`src/hw/light_sensor_defs.svh`:
```
// Register offsets, field positions, reset values and codes of the configuration block
`ifndef LIGHT_SENSOR_DEFS_SVH
`define LIGHT_SENSOR_DEFS_SVH

`define AUTOZERO_CONFIG_ADDR      8'hd6
`define INTERRUPT_ENABLE_ADDR     8'hdd
`define AUTOZERO_CONFIG_RESET     8'h7f
`define INTERRUPT_ENABLE_RESET    8'h00
`define SEARCH_START_SELECT_BIT   7
`define AUTOZERO_INTERVAL_MSB     6
`define SATURATION_IRQ_BIT        7
`define LIGHT_THRESHOLD_IRQ_BIT   4
`define INTERVAL_NEVER            7'h00
`define INTERVAL_FIRST_ONLY       7'h7f
`define UNMAPPED_READ_VALUE       8'h00

`endif

```
`src/hw/light_sensor_pkg.sv`:
```
// Types shared by the configuration block and its auto-zero scheduler
package light_sensor_pkg;

	typedef logic [6:0] interval_t;
	typedef logic [7:0] reg_byte_t;

	typedef enum logic [2:0] {
		SCHED_IDLE    = 3'b001,
		SCHED_FIRST   = 3'b010,
		SCHED_RUNNING = 3'b100
	} sched_state_e;

endpackage

```
`src/hw/autozero_sched_if.sv`:
```
// Signals between the configuration registers and the auto-zero scheduler
`timescale 1ns/1ps
interface autozero_sched_if;
	light_sensor_pkg::interval_t    interval;
	logic                           meas_enable;
	logic                           cycle_start;
	logic                           run;
	light_sensor_pkg::sched_state_e state;

	modport sched (
		input  interval,
		input  meas_enable,
		input  cycle_start,
		output run,
		output state
	);
	modport ctrl (
		output interval,
		output meas_enable,
		output cycle_start,
		input  run,
		input  state
	);
endinterface

```
`src/hw/autozero_scheduler.sv`:
```
// Decides on which light-measurement cycles the auto-zero runs
`timescale 1ns/1ps
`include "light_sensor_defs.svh"
module autozero_scheduler (
	input  wire logic           clk_i,
	input  wire logic           rst_n_i,
	autozero_sched_if.sched     az
);

	light_sensor_pkg::sched_state_e state;
	light_sensor_pkg::interval_t    count;
	logic                           run;
	logic                           next_run;
	logic                           count_hit;

	assign az.state = state;
	assign az.run   = run;

	// Count of cycles since the last run, so cycle n, 2n, 3n... hit
	assign count_hit = (7'(count + 7'h01) == az.interval);

	// ****************************************************************
	// Decision per cycle
	// ****************************************************************
	always_comb begin
		next_run = 1'b0;
		if (az.cycle_start && state != light_sensor_pkg::SCHED_IDLE) begin
			if (az.interval == `INTERVAL_NEVER) begin
				next_run = 1'b0;
			end else if (az.interval == `INTERVAL_FIRST_ONLY) begin
				next_run = (state == light_sensor_pkg::SCHED_FIRST);
			end else begin
				next_run = count_hit;
			end
		end
	end

	always_ff @(posedge clk_i or negedge rst_n_i) begin
		if (!rst_n_i) begin
			run <= 1'b0;
		end else begin
			run <= next_run;
		end
	end

	// Leaving measurement rearms the first-cycle run
	always_ff @(posedge clk_i or negedge rst_n_i) begin
		if (!rst_n_i) begin
			state <= light_sensor_pkg::SCHED_IDLE;
		end else begin
			case (state)
				light_sensor_pkg::SCHED_IDLE: begin
					if (az.meas_enable) state <= light_sensor_pkg::SCHED_FIRST;
				end
				light_sensor_pkg::SCHED_FIRST: begin
					if (!az.meas_enable) state <= light_sensor_pkg::SCHED_IDLE;
					else if (az.cycle_start) state <= light_sensor_pkg::SCHED_RUNNING;
				end
				light_sensor_pkg::SCHED_RUNNING: begin
					if (!az.meas_enable) state <= light_sensor_pkg::SCHED_IDLE;
				end
				default: state <= light_sensor_pkg::SCHED_IDLE;
			endcase
		end
	end

	always_ff @(posedge clk_i or negedge rst_n_i) begin
		if (!rst_n_i) begin
			count <= 7'h00;
		end else if (state == light_sensor_pkg::SCHED_IDLE) begin
			count <= 7'h00;
		end else if (az.cycle_start) begin
			count <= count_hit ? 7'h00 : 7'(count + 7'h01);
		end
	end
endmodule

```
`src/hw/light_sensor_autozero_irq_config.sv`:
```
// Auto-zero and interrupt-enable configuration registers of the light sensor
`timescale 1ns/1ps
`include "light_sensor_defs.svh"
module light_sensor_autozero_irq_config (
	input  wire logic       CLOCK_I,
	input  wire logic       RESET_N_I,
	input  wire logic [7:0] REG_ADDR_I,
	input  wire logic [7:0] REG_WDATA_I,
	input  wire logic       REG_WRITE_I,
	input  wire logic       REG_READ_I,
	output logic      [7:0] REG_RDATA_O,
	input  wire logic       MEAS_ENABLE_I,
	input  wire logic       CYCLE_START_I,
	input  wire logic [7:0] STORED_OFFSET_I,
	input  wire logic       ANALOG_SATURATION_I,
	input  wire logic       LIGHT_THRESHOLD_I,
	output logic            AUTOZERO_RUN_O,
	output logic      [7:0] SEARCH_START_O,
	output logic            INT_OUT_O,
	output logic            INT_OE_N_O
);

	light_sensor_pkg::reg_byte_t autozero_config;
	light_sensor_pkg::reg_byte_t interrupt_enable;
	light_sensor_pkg::reg_byte_t next_rdata;
	light_sensor_pkg::reg_byte_t next_search_start;
	logic                        search_start_select;
	logic                        saturation_irq_enable;
	logic                        light_threshold_irq_enable;
	logic                        next_irq;

	autozero_sched_if az ();

	assign search_start_select        = autozero_config[`SEARCH_START_SELECT_BIT];
	assign saturation_irq_enable      = interrupt_enable[`SATURATION_IRQ_BIT];
	assign light_threshold_irq_enable = interrupt_enable[`LIGHT_THRESHOLD_IRQ_BIT];

	// ****************************************************************
	// Register writes
	// ****************************************************************
	// Reserved bits are kept as written; software is told to write zero
	always_ff @(posedge CLOCK_I or negedge RESET_N_I) begin
		if (!RESET_N_I) begin
			autozero_config <= `AUTOZERO_CONFIG_RESET;
		end else if (REG_WRITE_I && REG_ADDR_I == `AUTOZERO_CONFIG_ADDR) begin
			autozero_config <= REG_WDATA_I;
		end
	end

	always_ff @(posedge CLOCK_I or negedge RESET_N_I) begin
		if (!RESET_N_I) begin
			interrupt_enable <= `INTERRUPT_ENABLE_RESET;
		end else if (REG_WRITE_I && REG_ADDR_I == `INTERRUPT_ENABLE_ADDR) begin
			interrupt_enable <= REG_WDATA_I;
		end
	end

	// ****************************************************************
	// Register reads
	// ****************************************************************
	always_comb begin
		if (REG_ADDR_I == `AUTOZERO_CONFIG_ADDR) begin
			next_rdata = autozero_config;
		end else if (REG_ADDR_I == `INTERRUPT_ENABLE_ADDR) begin
			next_rdata = interrupt_enable;
		end else begin
			next_rdata = `UNMAPPED_READ_VALUE;
		end
	end

	// Data holds until the next read
	always_ff @(posedge CLOCK_I or negedge RESET_N_I) begin
		if (!RESET_N_I) begin
			REG_RDATA_O <= 8'h00;
		end else if (REG_READ_I) begin
			REG_RDATA_O <= next_rdata;
		end
	end

	// ****************************************************************
	// Auto-zero scheduling and offset search start
	// ****************************************************************
	assign az.interval    = autozero_config[`AUTOZERO_INTERVAL_MSB:0];
	assign az.meas_enable = MEAS_ENABLE_I;
	assign az.cycle_start = CYCLE_START_I;

	autozero_scheduler u_sched (
		.clk_i   (CLOCK_I),
		.rst_n_i (RESET_N_I),
		.az      (az.sched)
	);

	assign AUTOZERO_RUN_O = az.run;

	// Zero start bounds the worst-case search; stored start wins on average
	always_comb begin
		if (search_start_select) begin
			next_search_start = STORED_OFFSET_I;
		end else begin
			next_search_start = 8'h00;
		end
	end

	always_ff @(posedge CLOCK_I or negedge RESET_N_I) begin
		if (!RESET_N_I) begin
			SEARCH_START_O <= 8'h00;
		end else begin
			SEARCH_START_O <= next_search_start;
		end
	end

	// ****************************************************************
	// Interrupt pin
	// ****************************************************************
	// Flags are owned by the status logic; this block only gates them
	assign next_irq = (ANALOG_SATURATION_I && saturation_irq_enable)
	               || (LIGHT_THRESHOLD_I && light_threshold_irq_enable);

	// Open drain: the pin is only ever pulled low
	always_ff @(posedge CLOCK_I or negedge RESET_N_I) begin
		if (!RESET_N_I) begin
			INT_OUT_O  <= 1'b0;
			INT_OE_N_O <= 1'b1;
		end else begin
			INT_OUT_O  <= 1'b0;
			INT_OE_N_O <= !next_irq;
		end
	end
endmodule

```
`config.mk`:
```
export PLATFORM = sky130hd
export DESIGN_NAME = light_sensor_autozero_irq_config
export DESIGN_NICKNAME = d
export VERILOG_FILES = /design/src/hw/light_sensor_pkg.sv /design/src/hw/autozero_sched_if.sv /design/src/hw/autozero_scheduler.sv /design/src/hw/light_sensor_autozero_irq_config.sv
export VERILOG_INCLUDE_DIRS = /design/src /design/src/hw
export SDC_FILE = /design/constraint.sdc
export NUM_CORES = 1
export LEC_CHECK = 0
export ABC_AREA = 1
export BUFFER_PORTS_ARGS = -buffer_cell sky130_fd_sc_hd__buf_4
export CAP_MARGIN = 40
export CORE_MARGIN = 2
export CORE_UTILIZATION = 55
export DETAILED_ROUTE_END_ITERATION = 12
export GPL_TIMING_DRIVEN = 0
export PLACE_DENSITY = 0.81
export RECOVER_POWER = 25
export SYNTH_ARGS = -nofsm -noshare
export SYNTH_HDL_FRONTEND = slang
export SYNTH_SLANG_ARGS = --single-unit
```
`constraint.sdc`:
```
create_clock -name CLOCK_I -period 3.7 [get_ports CLOCK_I]
set_clock_uncertainty 0.05 [all_clocks]
set_input_delay 0.37 -clock CLOCK_I [delete_from_list [all_inputs] [get_ports CLOCK_I]]
set_output_delay 0.37 -clock CLOCK_I [all_outputs]
set_load 0.005 [all_outputs]
```
* Yosys cells after proc, flatten, opt, wreduce, memory -nomap -nowiden
Cells that the tools add are included.
** Storage, ports and cells
- Register bits :: 44
- Word-level logic and storage cells :: 44
** Operators by class
- Add/subtract/negate cells :: 1
- Equality and inequality tests :: 11
- Muxes and demuxes :: 14
- Reductions and logical operators :: 10
** Operator list (number)
- 8-bit 2-to-1 mux :: 3
- 7-bit 2-to-1 mux :: 3
- 8-bit equality test, second input constant :: 2
- 3-bit 2-to-1 mux :: 4
- 3-bit case mux with 3 select lines :: 1
- 7-bit by 1-bit adder with 7-bit output, second input constant :: 1
- 7-bit equality test :: 1
- 7-bit equality test, second input constant :: 1
- 7-bit zero test :: 1
- 1-bit logical AND :: 5
- 2-bit inequality test, second input constant :: 2
- 3-bit by 1-bit equality test with 1-bit output, second input constant :: 1
- 3-bit by 2-bit equality test with 1-bit output, second input constant :: 1
- 3-bit equality test, second input constant :: 1
- 1-bit 2-to-1 mux :: 3
- 3-bit by 1-bit inequality test with 1-bit output, second input constant :: 1
- 3-bit inequality test, second input constant :: 1
- 3-bit AND reduction :: 1
- 2-bit nonzero test :: 1
- 1-bit zero test :: 1
- 1-bit logical OR :: 1

* Logic depth before layout (Yosys ltp)
Gate-level depths: netlist (run 1).
- Depth in word-level cells :: 5
- Depth in mapped cells :: 12
- Gate-level depth less buffers :: 12

* Cells and area by module
From an unflattened synthesis (run 1), not the netlist that was laid out.
** Second synthesis, totals
- Cells, all modules :: 294
- Area total of the unflattened synthesis :: 2269.7 um^2
** Modules (own cells, without submodules)
- light_sensor_autozero_irq_config :: times used 1, cells each 172, area an instance 1497.7 um^2
- autozero_scheduler :: times used 1, cells each 122, area an instance 772.0 um^2

* Least setup slack after synthesis (run 1)
Ideal clock, no wire load.
- Kind :: register to register
- Start :: reg u_sched.count[0]
- End :: reg u_sched.count[0]
- Library setup time :: 0.117 ns
- Arrival :: 1.411 ns
- Data required time :: 3.533 ns
- Setup slack :: 2.123 ns
- Stages on the path, launching flop included :: 10
- Path buffers :: 0
- Clock period less this slack :: 1.577 ns
- Cell sequence :: dfrtp_1 ha_1 xnor2_1 nand2_1 nor2_1 nand3_1 nor2_1 nand2_2 nand2_1 nand2_1
** On the way
- Longest elaborated chain between the ends :: 5
** Ends and longest elaborated chain
- start, declared :: RTL line autozero_scheduler.sv:11 : light_sensor_pkg::interval_t count;
- start signal, assigned :: RTL line autozero_scheduler.sv:73 : count <= count_hit ? 7'h00 : 7'(count + 7'h01);
- 7-bit by 1-bit adder with 7-bit output (*) :: RTL line autozero_scheduler.sv:20, autozero_scheduler.sv:73
- 7-bit equality test :: RTL line autozero_scheduler.sv:20 : assign count_hit = (7'(count + 7'h01) == az.interval);
- 7-bit 2-to-1 mux (*) :: RTL line autozero_scheduler.sv:73
- 7-bit 2-to-1 mux (*) :: RTL line autozero_scheduler.sv:72 : end else if (az.cycle_start) begin
- 7-bit 2-to-1 mux (*) :: RTL line autozero_scheduler.sv:70 : end else if (state == light_sensor_pkg::SCHED_IDLE) begin
Mark *: on every way between the ends. The rest lies on a longest branch, timed or not. The select of a mux whose other input is x is not followed.
A chain may end at the register's enable or synchronous reset.

==> results of run 1 <==
[sequential cells by signal, summed over array words and instances (netlist names)]
signal	cells
INT_OE_N_O	1
REG_RDATA_O	8
SEARCH_START_O	8
autozero_config	8
interrupt_enable	8
u_sched.az.run	1
u_sched.az.state	3
u_sched.count	7
[stage by stage]
step | hold WS (ps) | cell area [sq um] | util | setup WS (ps) | instances
floorplan | 24.41 | 2216 | - | 2123 | 265
global route | 198.4 | 2750 | 0.6976 | 1058 | 372
global placement | 343.7 | 2646 | 0.6712 | 1986 | 364
detailed placement | 345.6 | 2646 | 0.6712 | 1957 | 364
finish | 205.8 | 2750 | 0.6976 | 1561 | 372
CTS | 22.99 | 2754 | 0.6985 | 1942 | 372
[cell families after synthesis]
| kind of cell | after synthesis | synth area share |
|---|---|---|
| fa+ha+maj | 1 | 0.005646 |
| simple gates | 140 | 0.2970 |
| other cells | 1 | 0.001692 |
| compound gates | 31 | 0.09599 |
| xor+xnor | 2 | 0.007907 |
| flops | 44 | 0.5020 |
| buf+inv | 46 | 0.08978 |
[area by class of cell]
class	instances	area (sq um)
plain buffers	6	48.80
well taps	50	62.56
clock inverters	2	35.03
repair buffers	49	364.1
flip-flops and latches	44	1112
inverters	40	150.1
clock buffers	6	72.57
multi-input cells	175	904.6
fillers	299	1192
[cells in the mapped netlist, types with 2 or more instances]
cell type,number
a31oi_1,6
buf_6,3
clkbuf_1,2
dfrtp_1,35
dfstp_2,9
inv_1,39
nand2_1,79
nand2_2,5
nand3_1,19
nand3_4,2
nand4_1,4
nor2_1,21
nor2_2,2
nor3_1,2
nor3b_4,2
nor4_1,2
o21ai_1,8
o21ai_2,9
o22ai_1,2
[metal layers]
layer,global-route usage,wire length [microns],up-vias
met5,0,0,-
met4,0.09184,66,0
met3,0.05500,229,5
met2,0.4020,2336,47
met1,0.2682,1982,886
li1,-,-,955
[cell usage in the layout, fill, tap and decap left out, types with 2 or more instances in the layout]
cell       n
nor3_1     2
clkbuf_1   4
a31oi_1    6
o21ai_1    8
nor2_1    21
nand3_4    2
o21ai_2    9
dfrtp_1   35
clkbuf_8   5
dfstp_2    9
nand2_1   79
o22ai_1    2
nor3b_4    2
inv_1     39
nand2_2    5
nor4_1     2
nand3_1   19
buf_4     49
nand4_1    4
buf_6      3
nor2_2     2
[power by group through the flow]
stage | clock (mW) | combinational (mW) | sequential [mW]
floorplan | 0 | 0.157 | 0.563
global placement | 0 | 0.233 | 0.570
detailed placement | 0 | 0.239 | 0.571
CTS | 0.369 | 0.240 | 0.562
global route | 0.391 | 0.271 | 0.568
finish | 0.365 | 0.238 | 0.563
[worst max path at each step]
stage | slack (ps) | end
2_1_floorplan | 2120 | u_sched.count[0]
3_3_place_gp | 1990 | u_sched.count[1]
3_5_place_dp | 1960 | u_sched.count[4]
4_1_cts | 1940 | u_sched.count[0]
5_1_grt | 1060 | REG_RDATA_O[1]
6_report | 1560 | SEARCH_START_O[6]
[worst register-to-register path, stage by stage (launching register included)]
cell,delay (ps)
dfrtp_1,450
ha_1,340
xnor2_1,160
nand2_1,70
nor2_1,120
nand3_1,80
nor2_1,110
nand2_2,140
nand2_1,100
nand2_1,50
==> metrics.txt, run 1 <==
sequential share of the synthesized area 0.5020; dpl hpwl 3.484 mm; Yosys top cell area share 0.3953; die height roughly 67 microns; # rows 23; CTS sink cnt 44; power density over cell area roughly 420 mW/mm^2; num ports between 50 and 60; Tcrit/Tclk final 0.5780; asr flop ratio synth 1.000; worst rel slew slack -0.5533; Pre-antenna DRT Iters 4; Ys Warns 0; Post-DRT Antenna Nets 0; Num CTS Buffers 5; Netlist Area Pre-Place between 0.002 and 0.0025 sq mm; clock tree buffer depth 2; launch point of the worst reg-to-reg path u_sched.count[0]; Req. time, crit path around 3600 ps; first-pass GRT wire length around 7.7 mm; vias in the first global route between 1500 and 2000; crit start category input port; antenna cells 0; layout cells sized above 1 0.2857; Vias/cell roughly 5; GRT Total Usage 0.2293; crit-path cells clkbuf_1; worst skew pair latency ~300 ps; hold path depth 3; Power Total roughly 1.2 mW; Buf/Inv on CP 1; Worst Tran Pin Value 2330 ps; worst r2r dst u_sched.count[4]; IO buf count between 40 and 50; routed wire length approximately 4.6 mm; Post-synth EDFFs 0; largest net degree at the start of global routing 45; worst vdd ir roughly 0.3 mV; Clock power frac 0.313; net switching power roughly 340 uW; P_int ~830 uW; Final Critical Period 2139 ps; Cell variety after synth 33; max cap viols 1; post-synth top area cell dfrtp_1; ranking of synthesized cells by area dfrtp_1, nand2_1, dfstp_2; nets about 350; critical path peak fanout 44; Die Area around 0.0046 sq mm; hold_sp STORED_OFFSET_I[5]; WL/cell ~12 microns; root buf cell clkbuf_8; CP peak stage delay between 1500 and 2000 ps; Final Hold Viols 0; setup TNS 0 ps; Overflow after GRT 0; worst min path class in2reg; initial DRC count slightly above 100; Post-CTS Setup Inserts 0; PostCTS Resize Cnt 0; Final Wtd Congestion around 0.83; H-tree depth 2; Worst Setup SP RESET_N_I; R2R setup slack ~1900 ps; family with the most delay on the worst path buffers and inverters; CTS tree built; Vias between 1500 and 2000; critical path depth 1; Yosys reg bits 44; Area Overhead vs Synth 24.11%; highest clock rate approximately 470 MHz; Die Wd just under 70 microns; Synth Net Count 298; initial antenna violation count 0; Syn Inst Count approximately 270; drt drc 0; Lkg Pwr between 1 and 1.5 nW; Hold EP SEARCH_START_O[5]; worst r2r path cells 9; top_reg_cell synth dfrtp_1; Core Region between 0.003 and 0.004 sq mm; slowest CP cell clkbuf_1; hold buffers post-CTS 0; Comb power frac 0.204; RSZ-0062 raised after global routing no; Setup CP Type in2async; failing checks max-capacitance violations, max-slew violations; Synth Area per Inst 8.362 sq um; outcome finished with violations; Worst Path Arrival around 2000 ps; Initial Util 0.5620; Worst setup EP type async pin; Final Max Slew Viols 45; Seq pwr share 0.483; final setup violation count 0; clk slew on worst S/H paths 80 ps; switch share 0.2897
Note: power is estimated with default switching activity, not from simulation.
==> inputs of run 2 (changes only) <==
--- a/config.mk
+++ b/config.mk
@@ -10,10 +10,10 @@
 export BUFFER_PORTS_ARGS = -buffer_cell sky130_fd_sc_hd__buf_4
 export CAP_MARGIN = 40
 export CORE_MARGIN = 2
-export CORE_UTILIZATION = 55
+export CORE_UTILIZATION = 53
 export DETAILED_ROUTE_END_ITERATION = 12
 export GPL_TIMING_DRIVEN = 0
-export PLACE_DENSITY = 0.81
+export PLACE_DENSITY = 0.79
 export RECOVER_POWER = 25
 export SYNTH_ARGS = -nofsm -noshare
 export SYNTH_HDL_FRONTEND = slang
==> constraint.sdc (replaced) <==
create_clock -name CLOCK_I -period 2.1 [get_ports CLOCK_I]
set_clock_uncertainty 0.05 [all_clocks]
set_input_delay 0.21 -clock CLOCK_I [delete_from_list [all_inputs] [get_ports CLOCK_I]]
set_output_delay 0.21 -clock CLOCK_I [all_outputs]
set_load 0.005 [all_outputs]
==> metrics.txt, run 2 (synthesis results as in run 1) <==
outcome complete, no violations; CTS sink cnt 44 (unchanged); num ports 51 (unchanged); critical path depth 12 (+11); Die Wd 68.66 microns (+1.8%); most used cell along the critical path nand2_1; Area after DPL 0.002646 sq mm (unchanged); drt drc 0 (unchanged); Pre-antenna DRT Iters 4 (unchanged); Num CTS Buffers 5 (unchanged); Final Max Slew Viols 0 (-100%); RSZ-0062 raised after global routing no; worst rel slew slack 0.3060 (+0.8593); Final Hold Viols 0 (unchanged); Overflow after GRT 0 (unchanged); Lkg Pwr 1.419 nW (+2.2%); Buf/Inv on CP 0 (-1); layout cells sized above 1 0.2910 (+0.005307); power density over cell area 819.4 mW/mm^2 (+93%); Post-DRT Antenna Nets 0 (unchanged); Worst Path Arrival 1920 ps (-100 ps); Final Wtd Congestion 0.8394 (+0.94%); Tcrit/Tclk final 0.8450; H-tree depth 2 (unchanged); worst min path class in2reg; switch share 0.2612 (-0.02855); Hold EP SEARCH_START_O[3]; final instance area 0.002813 sq mm (+2.3%); final hold slack 40.26 ps (-165.6 ps); launch point of the worst reg-to-reg path u_sched.count[0]; slowest CP cell dfrtp_1; worst skew pair latency 300 ps (about the same); CP peak stage delay 470 ps (-1160 ps); die height 68.66 microns (+1.8%); Post-CTS Setup Inserts 0 (unchanged); family with the most delay on the worst path simple AND/OR/NAND/NOR gates; Clock power frac 0.386 (+0.073); Vias/cell 4.989 (-2.0%); initial DRC count 155 (+53%); vias in the first global route 1739 (-3.6%); clk slew on worst S/H paths 80 ps (about the same); dpl hpwl 3.393 mm (-2.6%); Comb power frac 0.183 (-0.021); worst r2r dst u_sched.count[4]; # rows 23 (unchanged); hold_sp STORED_OFFSET_I[3]; routed wire length 4.586 mm (-0.63%); final setup violation count 0 (unchanged); worst vdd ir 0.4603 mV (+56%); Initial Util 0.5540 (-0.008087); Core Region 0.004000 sq mm (+1.5%); crit start category flop; critical path peak fanout 8 (-82%); GRT Total Usage 0.2294 (about the same); Vias 1861 (-1.7%); setup TNS 0 ps (unchanged); worst r2r path cells 12 (+3); root buf cell clkbuf_8; antenna cells 0 (unchanged); net switching power 602.0 uW (+78%); Setup CP Type reg2reg; post-layout util 0.7032 (+0.005603); Seq pwr share 0.430 (-0.053); WL/cell 12.29 microns (-0.89%); CTS tree built; crit-path cells ha_1, nand2_2, nor2_2, nand2_1, nand2_1, nand2_1, nand2_1, nand2_1, nor2_2, nand2_2, nand2_1, nand2_1; largest net degree at the start of global routing 45 (unchanged); max cap viols 0 (-1); most frequent cells in the layout nand2_1, buf_4, inv_1; hold buffers post-CTS 1 (+1); Req. time, crit path 2250 ps (-1330 ps); initial antenna violation count 0 (unchanged); first-pass GRT wire length 7.900 mm (+2.1%); IO buf count 49 (unchanged); nets 355 (+0.28%); Area Overhead vs Synth 26.93%; R2R setup slack 330 ps (-1610 ps); PostCTS Resize Cnt 0 (unchanged); Die Area 0.004714 sq mm (+3.5%); Worst setup EP type flop; Worst Tran Pin Value 1041 ps (-1289 ps); hold path depth 3 (unchanged); Final Critical Period between 1500 and 2000 ps; most common cell after layout, fill and taps aside nand2_1; clock tree buffer depth 2 (unchanged); highest clock rate ~560 MHz; fillcell total 307 (+2.7%); P_int 1.703 mW (+110%)
[run 2: cell types whose count changed in the layout (fill, tap and decap cells not counted)]
cell,change
dlygate4sd3_1,+1
clkbuf_1,-2
clkbuf_2,+1
bufinv_16,+2
clkinv_2,-1
[run 2: power groups by stage]
stage / Clock (mW) / Sequential [mW] / Combinational, mW
2_1_floorplan: 0 / 0.993 / 0.276
3_3_place_gp: 0 / 1.00 / 0.413
3_5_place_dp: 0 / 1.01 / 0.425
4_1_cts: 0.902 / 0.991 / 0.427
5_1_grt: 0.949 / 1.00 / 0.483
6_report: 0.891 / 0.992 / 0.422
[run 2: per-layer routing]
metal  track usage  wire, microns  up-vias
met5             0              0        -
met4       0.06000             55        0
met3       0.06006            245        6
met2        0.3834           2221       57
met1        0.2944           2063      846
li1              -              -      952
[run 2: worst max-delay path by stage]
stage	to	slack, ps	from
floorplan	u_sched.count[0]	520	u_sched.count[0]
global placement	u_sched.count[2]	370	u_sched.count[0]
detailed placement	u_sched.count[6]	330	u_sched.count[0]
CTS	u_sched.count[4]	330	u_sched.count[0]
global route	u_sched.count[6]	110	u_sched.count[0]
finish	u_sched.count[4]	330	u_sched.count[0]
[run 2: metrics by stage]
| step | worst slack (ps) | instances | power [mW] |
|---|---|---|---|
| finish | 325.5 | 373 | 2.305 |
| global route | 113.9 | 373 | 2.434 |
| CTS | 325.2 | 373 | 2.320 |
| detailed placement | 335.0 | 364 | 1.431 |
| global placement | 371.4 | 364 | 1.418 |
| floorplan | 522.7 | 265 | 1.269 |
[run 2: area by class of cell]
cell class	instances	area (sq um)	share of cell area
clock buffers	5	68.82	0.02447
plain buffers	6	48.80	0.01735
clock inverters	3	90.09	0.03203
multi-input cells	175	904.6	0.3216
flip-flops and latches	44	1112	0.3955
inverters	40	150.1	0.05338
well taps	50	62.56	0.02224
repair buffers	50	375.4	0.1335
[run 2: worst register-to-register path: stages, from the launching register on]
cell	delay (ps)
dfrtp_1	470
ha_1	220
nand2_2	90
nor2_2	160
nand2_1	60
nand2_1	70
nand2_1	60
nand2_1	60
nand2_1	60
nor2_2	100
nand2_2	130
nand2_1	90
nand2_1	50
==> inputs of run 3 (changes only) <==
--- a/config.mk
+++ b/config.mk
@@ -10,10 +10,10 @@
 export BUFFER_PORTS_ARGS = -buffer_cell sky130_fd_sc_hd__buf_4
 export CAP_MARGIN = 40
 export CORE_MARGIN = 2
-export CORE_UTILIZATION = 53
+export CORE_UTILIZATION = 48
 export DETAILED_ROUTE_END_ITERATION = 12
 export GPL_TIMING_DRIVEN = 0
-export PLACE_DENSITY = 0.79
+export PLACE_DENSITY = 0.75
 export RECOVER_POWER = 25
 export SYNTH_ARGS = -nofsm -noshare
 export SYNTH_HDL_FRONTEND = slang
==> constraint.sdc (replaced) <==
create_clock -name CLOCK_I -period 1.55 [get_ports CLOCK_I]
set_clock_uncertainty 0.05 [all_clocks]
set_input_delay 0.155 -clock CLOCK_I [delete_from_list [all_inputs] [get_ports CLOCK_I]]
set_output_delay 0.155 -clock CLOCK_I [all_outputs]
set_load 0.005 [all_outputs]
==> metrics.txt, run 3 (synthesis results as in run 1) <==
H-tree depth 2 (unchanged); clk slew on worst S/H paths 90 ps (about the same); fillcell total 381 (+24%); num ports 51 (unchanged); # rows 24 (+4.3%); largest net degree at the start of global routing 45 (unchanged); clock tree buffer depth 2 (unchanged); initial antenna violation count 0 (unchanged); Multi-input gate area 977.2 sq um (+8.0%); Num CTS Buffers 5 (unchanged); Vias 1899 (+2.0%); drt drc 0 (unchanged); CTS tree built; GRT Total Usage 0.1937 (-0.03569); most common cell after layout, fill and taps aside nand2_1; final setup violation count 8 (+8); max cap viols 0 (unchanged); Post-DRT Antenna Nets 0 (unchanged); RSZ-0062 raised after global routing yes; Worst Path Arrival 1780 ps (-140 ps); worst r2r path cells 9 (-3); Final Hold Viols 0 (unchanged); nets 366 (+3.1%); Overflow after GRT 0 (unchanged); Worst Tran Pin Value 1058 ps (+17.47 ps); worst min path class in2reg; Final Max Slew Viols 0 (unchanged); worst rel slew slack 0.2944 (-0.01164); outcome finished with violations; Worst setup EP type flop; IO buf count 49 (unchanged); Tcrit/Tclk final 1.063 (+0.2182); dpl hpwl 3.264 mm (-3.8%); Power Total 2.987 mW (+30%); Lkg Pwr 1.473 nW (+3.9%); first-pass GRT wire length 7.914 mm (+0.18%); hold path depth 3 (unchanged); routed wire length 4.598 mm (+0.26%); Core Region 0.004414 sq mm (+10%); hold_sp ANALOG_SATURATION_I; crit start category flop; Pre-antenna DRT Iters 4 (unchanged); Die Wd 71.95 microns (+4.8%); R2R setup slack -100 ps (-420 ps); Hold EP INT_OE_N_O; vias in the first global route 1792 (+3.0%); critical path peak fanout 8 (unchanged); initial DRC count 77 (-50%); Req. time, crit path 1680 ps (-570 ps); worst skew pair latency 290 ps (about the same); failing checks negative setup slack; PnR worst setup slack -98.02 ps (-423.5 ps); launch point of the worst reg-to-reg path u_sched.count[0]; die height 71.95 microns (+4.8%); CTS sink cnt 44 (unchanged); WL/cell 11.91 microns (-3.1%); most frequent cells in the layout nand2_1, buf_4, inv_1; Sequential Area 0.001114 sq mm (+0.11%); Vias/cell 4.920 (-1.4%); Area Overhead vs Synth 33.31%; antenna cells 0 (unchanged); worst r2r dst u_sched.count[4]; layout cells sized above 1 0.3323 (+0.04131); power density over cell area 1011 mW/mm^2 (+23%); Die Area 0.005176 sq mm (+9.8%); Worst Setup SP u_sched.count[0]; post-layout util 0.6692 (-0.03394); Final Critical Period 1648 ps (-126.5 ps); Initial Util 0.5020 (-0.05197); highest clock rate 606.8 MHz (+7.7%); Final Wtd Congestion 0.8917 (+6.2%); root buf cell clkbuf_8; worst vdd ir 0.6156 mV (+34%); Setup CP Type reg2reg
## run 3: where the power goes
part           internal [mW]  leakage [nW]  switching [mW]
combinational          0.334         0.845           0.401
sequential              1.26         0.567          0.0769
clock                  0.527        0.0614           0.386
total                   2.12          1.47           0.863
## run 3: critical path, stage by stage (launching register included)
cell and delay (ps):
dfrtp_2 430, ha_4 280, xnor2_2 100, nand2_1 60, nor2_1 130, nand3_1 100
nor2_2 140, nand2_4 120, nand2_2 80, nand2_1 50
## run 3: area by class of cell
class	count	share of cell area
plain buffers	6	0.01652
inverters	40	0.05083
flip-flops and latches	44	0.3770
repair buffers	61	0.1618
clock buffers	6	0.02795
clock inverters	2	0.01313
multi-input cells	175	0.3308
well taps	52	0.02202
## run 3: worst max-delay path by stage
| stage | end | slack [ps] | cells after the start |
|---|---|---|---|
| floorplan | u_sched.count[0] | 30 | 9 |
| global placement | u_sched.count[6] | -170 | 12 |
| detailed placement | u_sched.count[6] | -210 | 12 |
| CTS | u_sched.count[6] | -80 | 9 |
| global route | u_sched.count[3] | -190 | 10 |
| finish | u_sched.count[4] | -100 | 9 |
## run 3: timing repair
action	in CTS	in global routing
hold buffers	9	0
endpoints found under the setup margin	8	8
gates cloned	0	0
gates resized for setup	10	7
buffers inserted	2	1
pin swaps	10	8
endpoints found under the hold margin	43	0
## run 3: layer usage
layer,up-vias,wire (microns),track usage
met5,-,0,0
met4,0,85,0.07757
met3,6,202,0.02917
met2,43,2270,0.3272
met1,867,2040,0.2516
li1,983,-,-
## run 3: through the flow
stage / area (sq um) / std cells / hold slack, ps / TNS (ps) / setup WS, ps
4_1_cts: 2927 / 385 / 24.44 / -562.9 / -75.72
3_5_place_dp: 2661 / 366 / 135.5 / -1583 / -211.0
5_1_grt: 2954 / 386 / 23.24 / -1491 / -193.1
3_3_place_gp: 2661 / 366 / 126.5 / -1287 / -168.1
2_1_floorplan: 2228 / 265 / -190.6 / 0 / 30.82
6_report: 2954 / 386 / 32.51 / -668.7 / -98.02
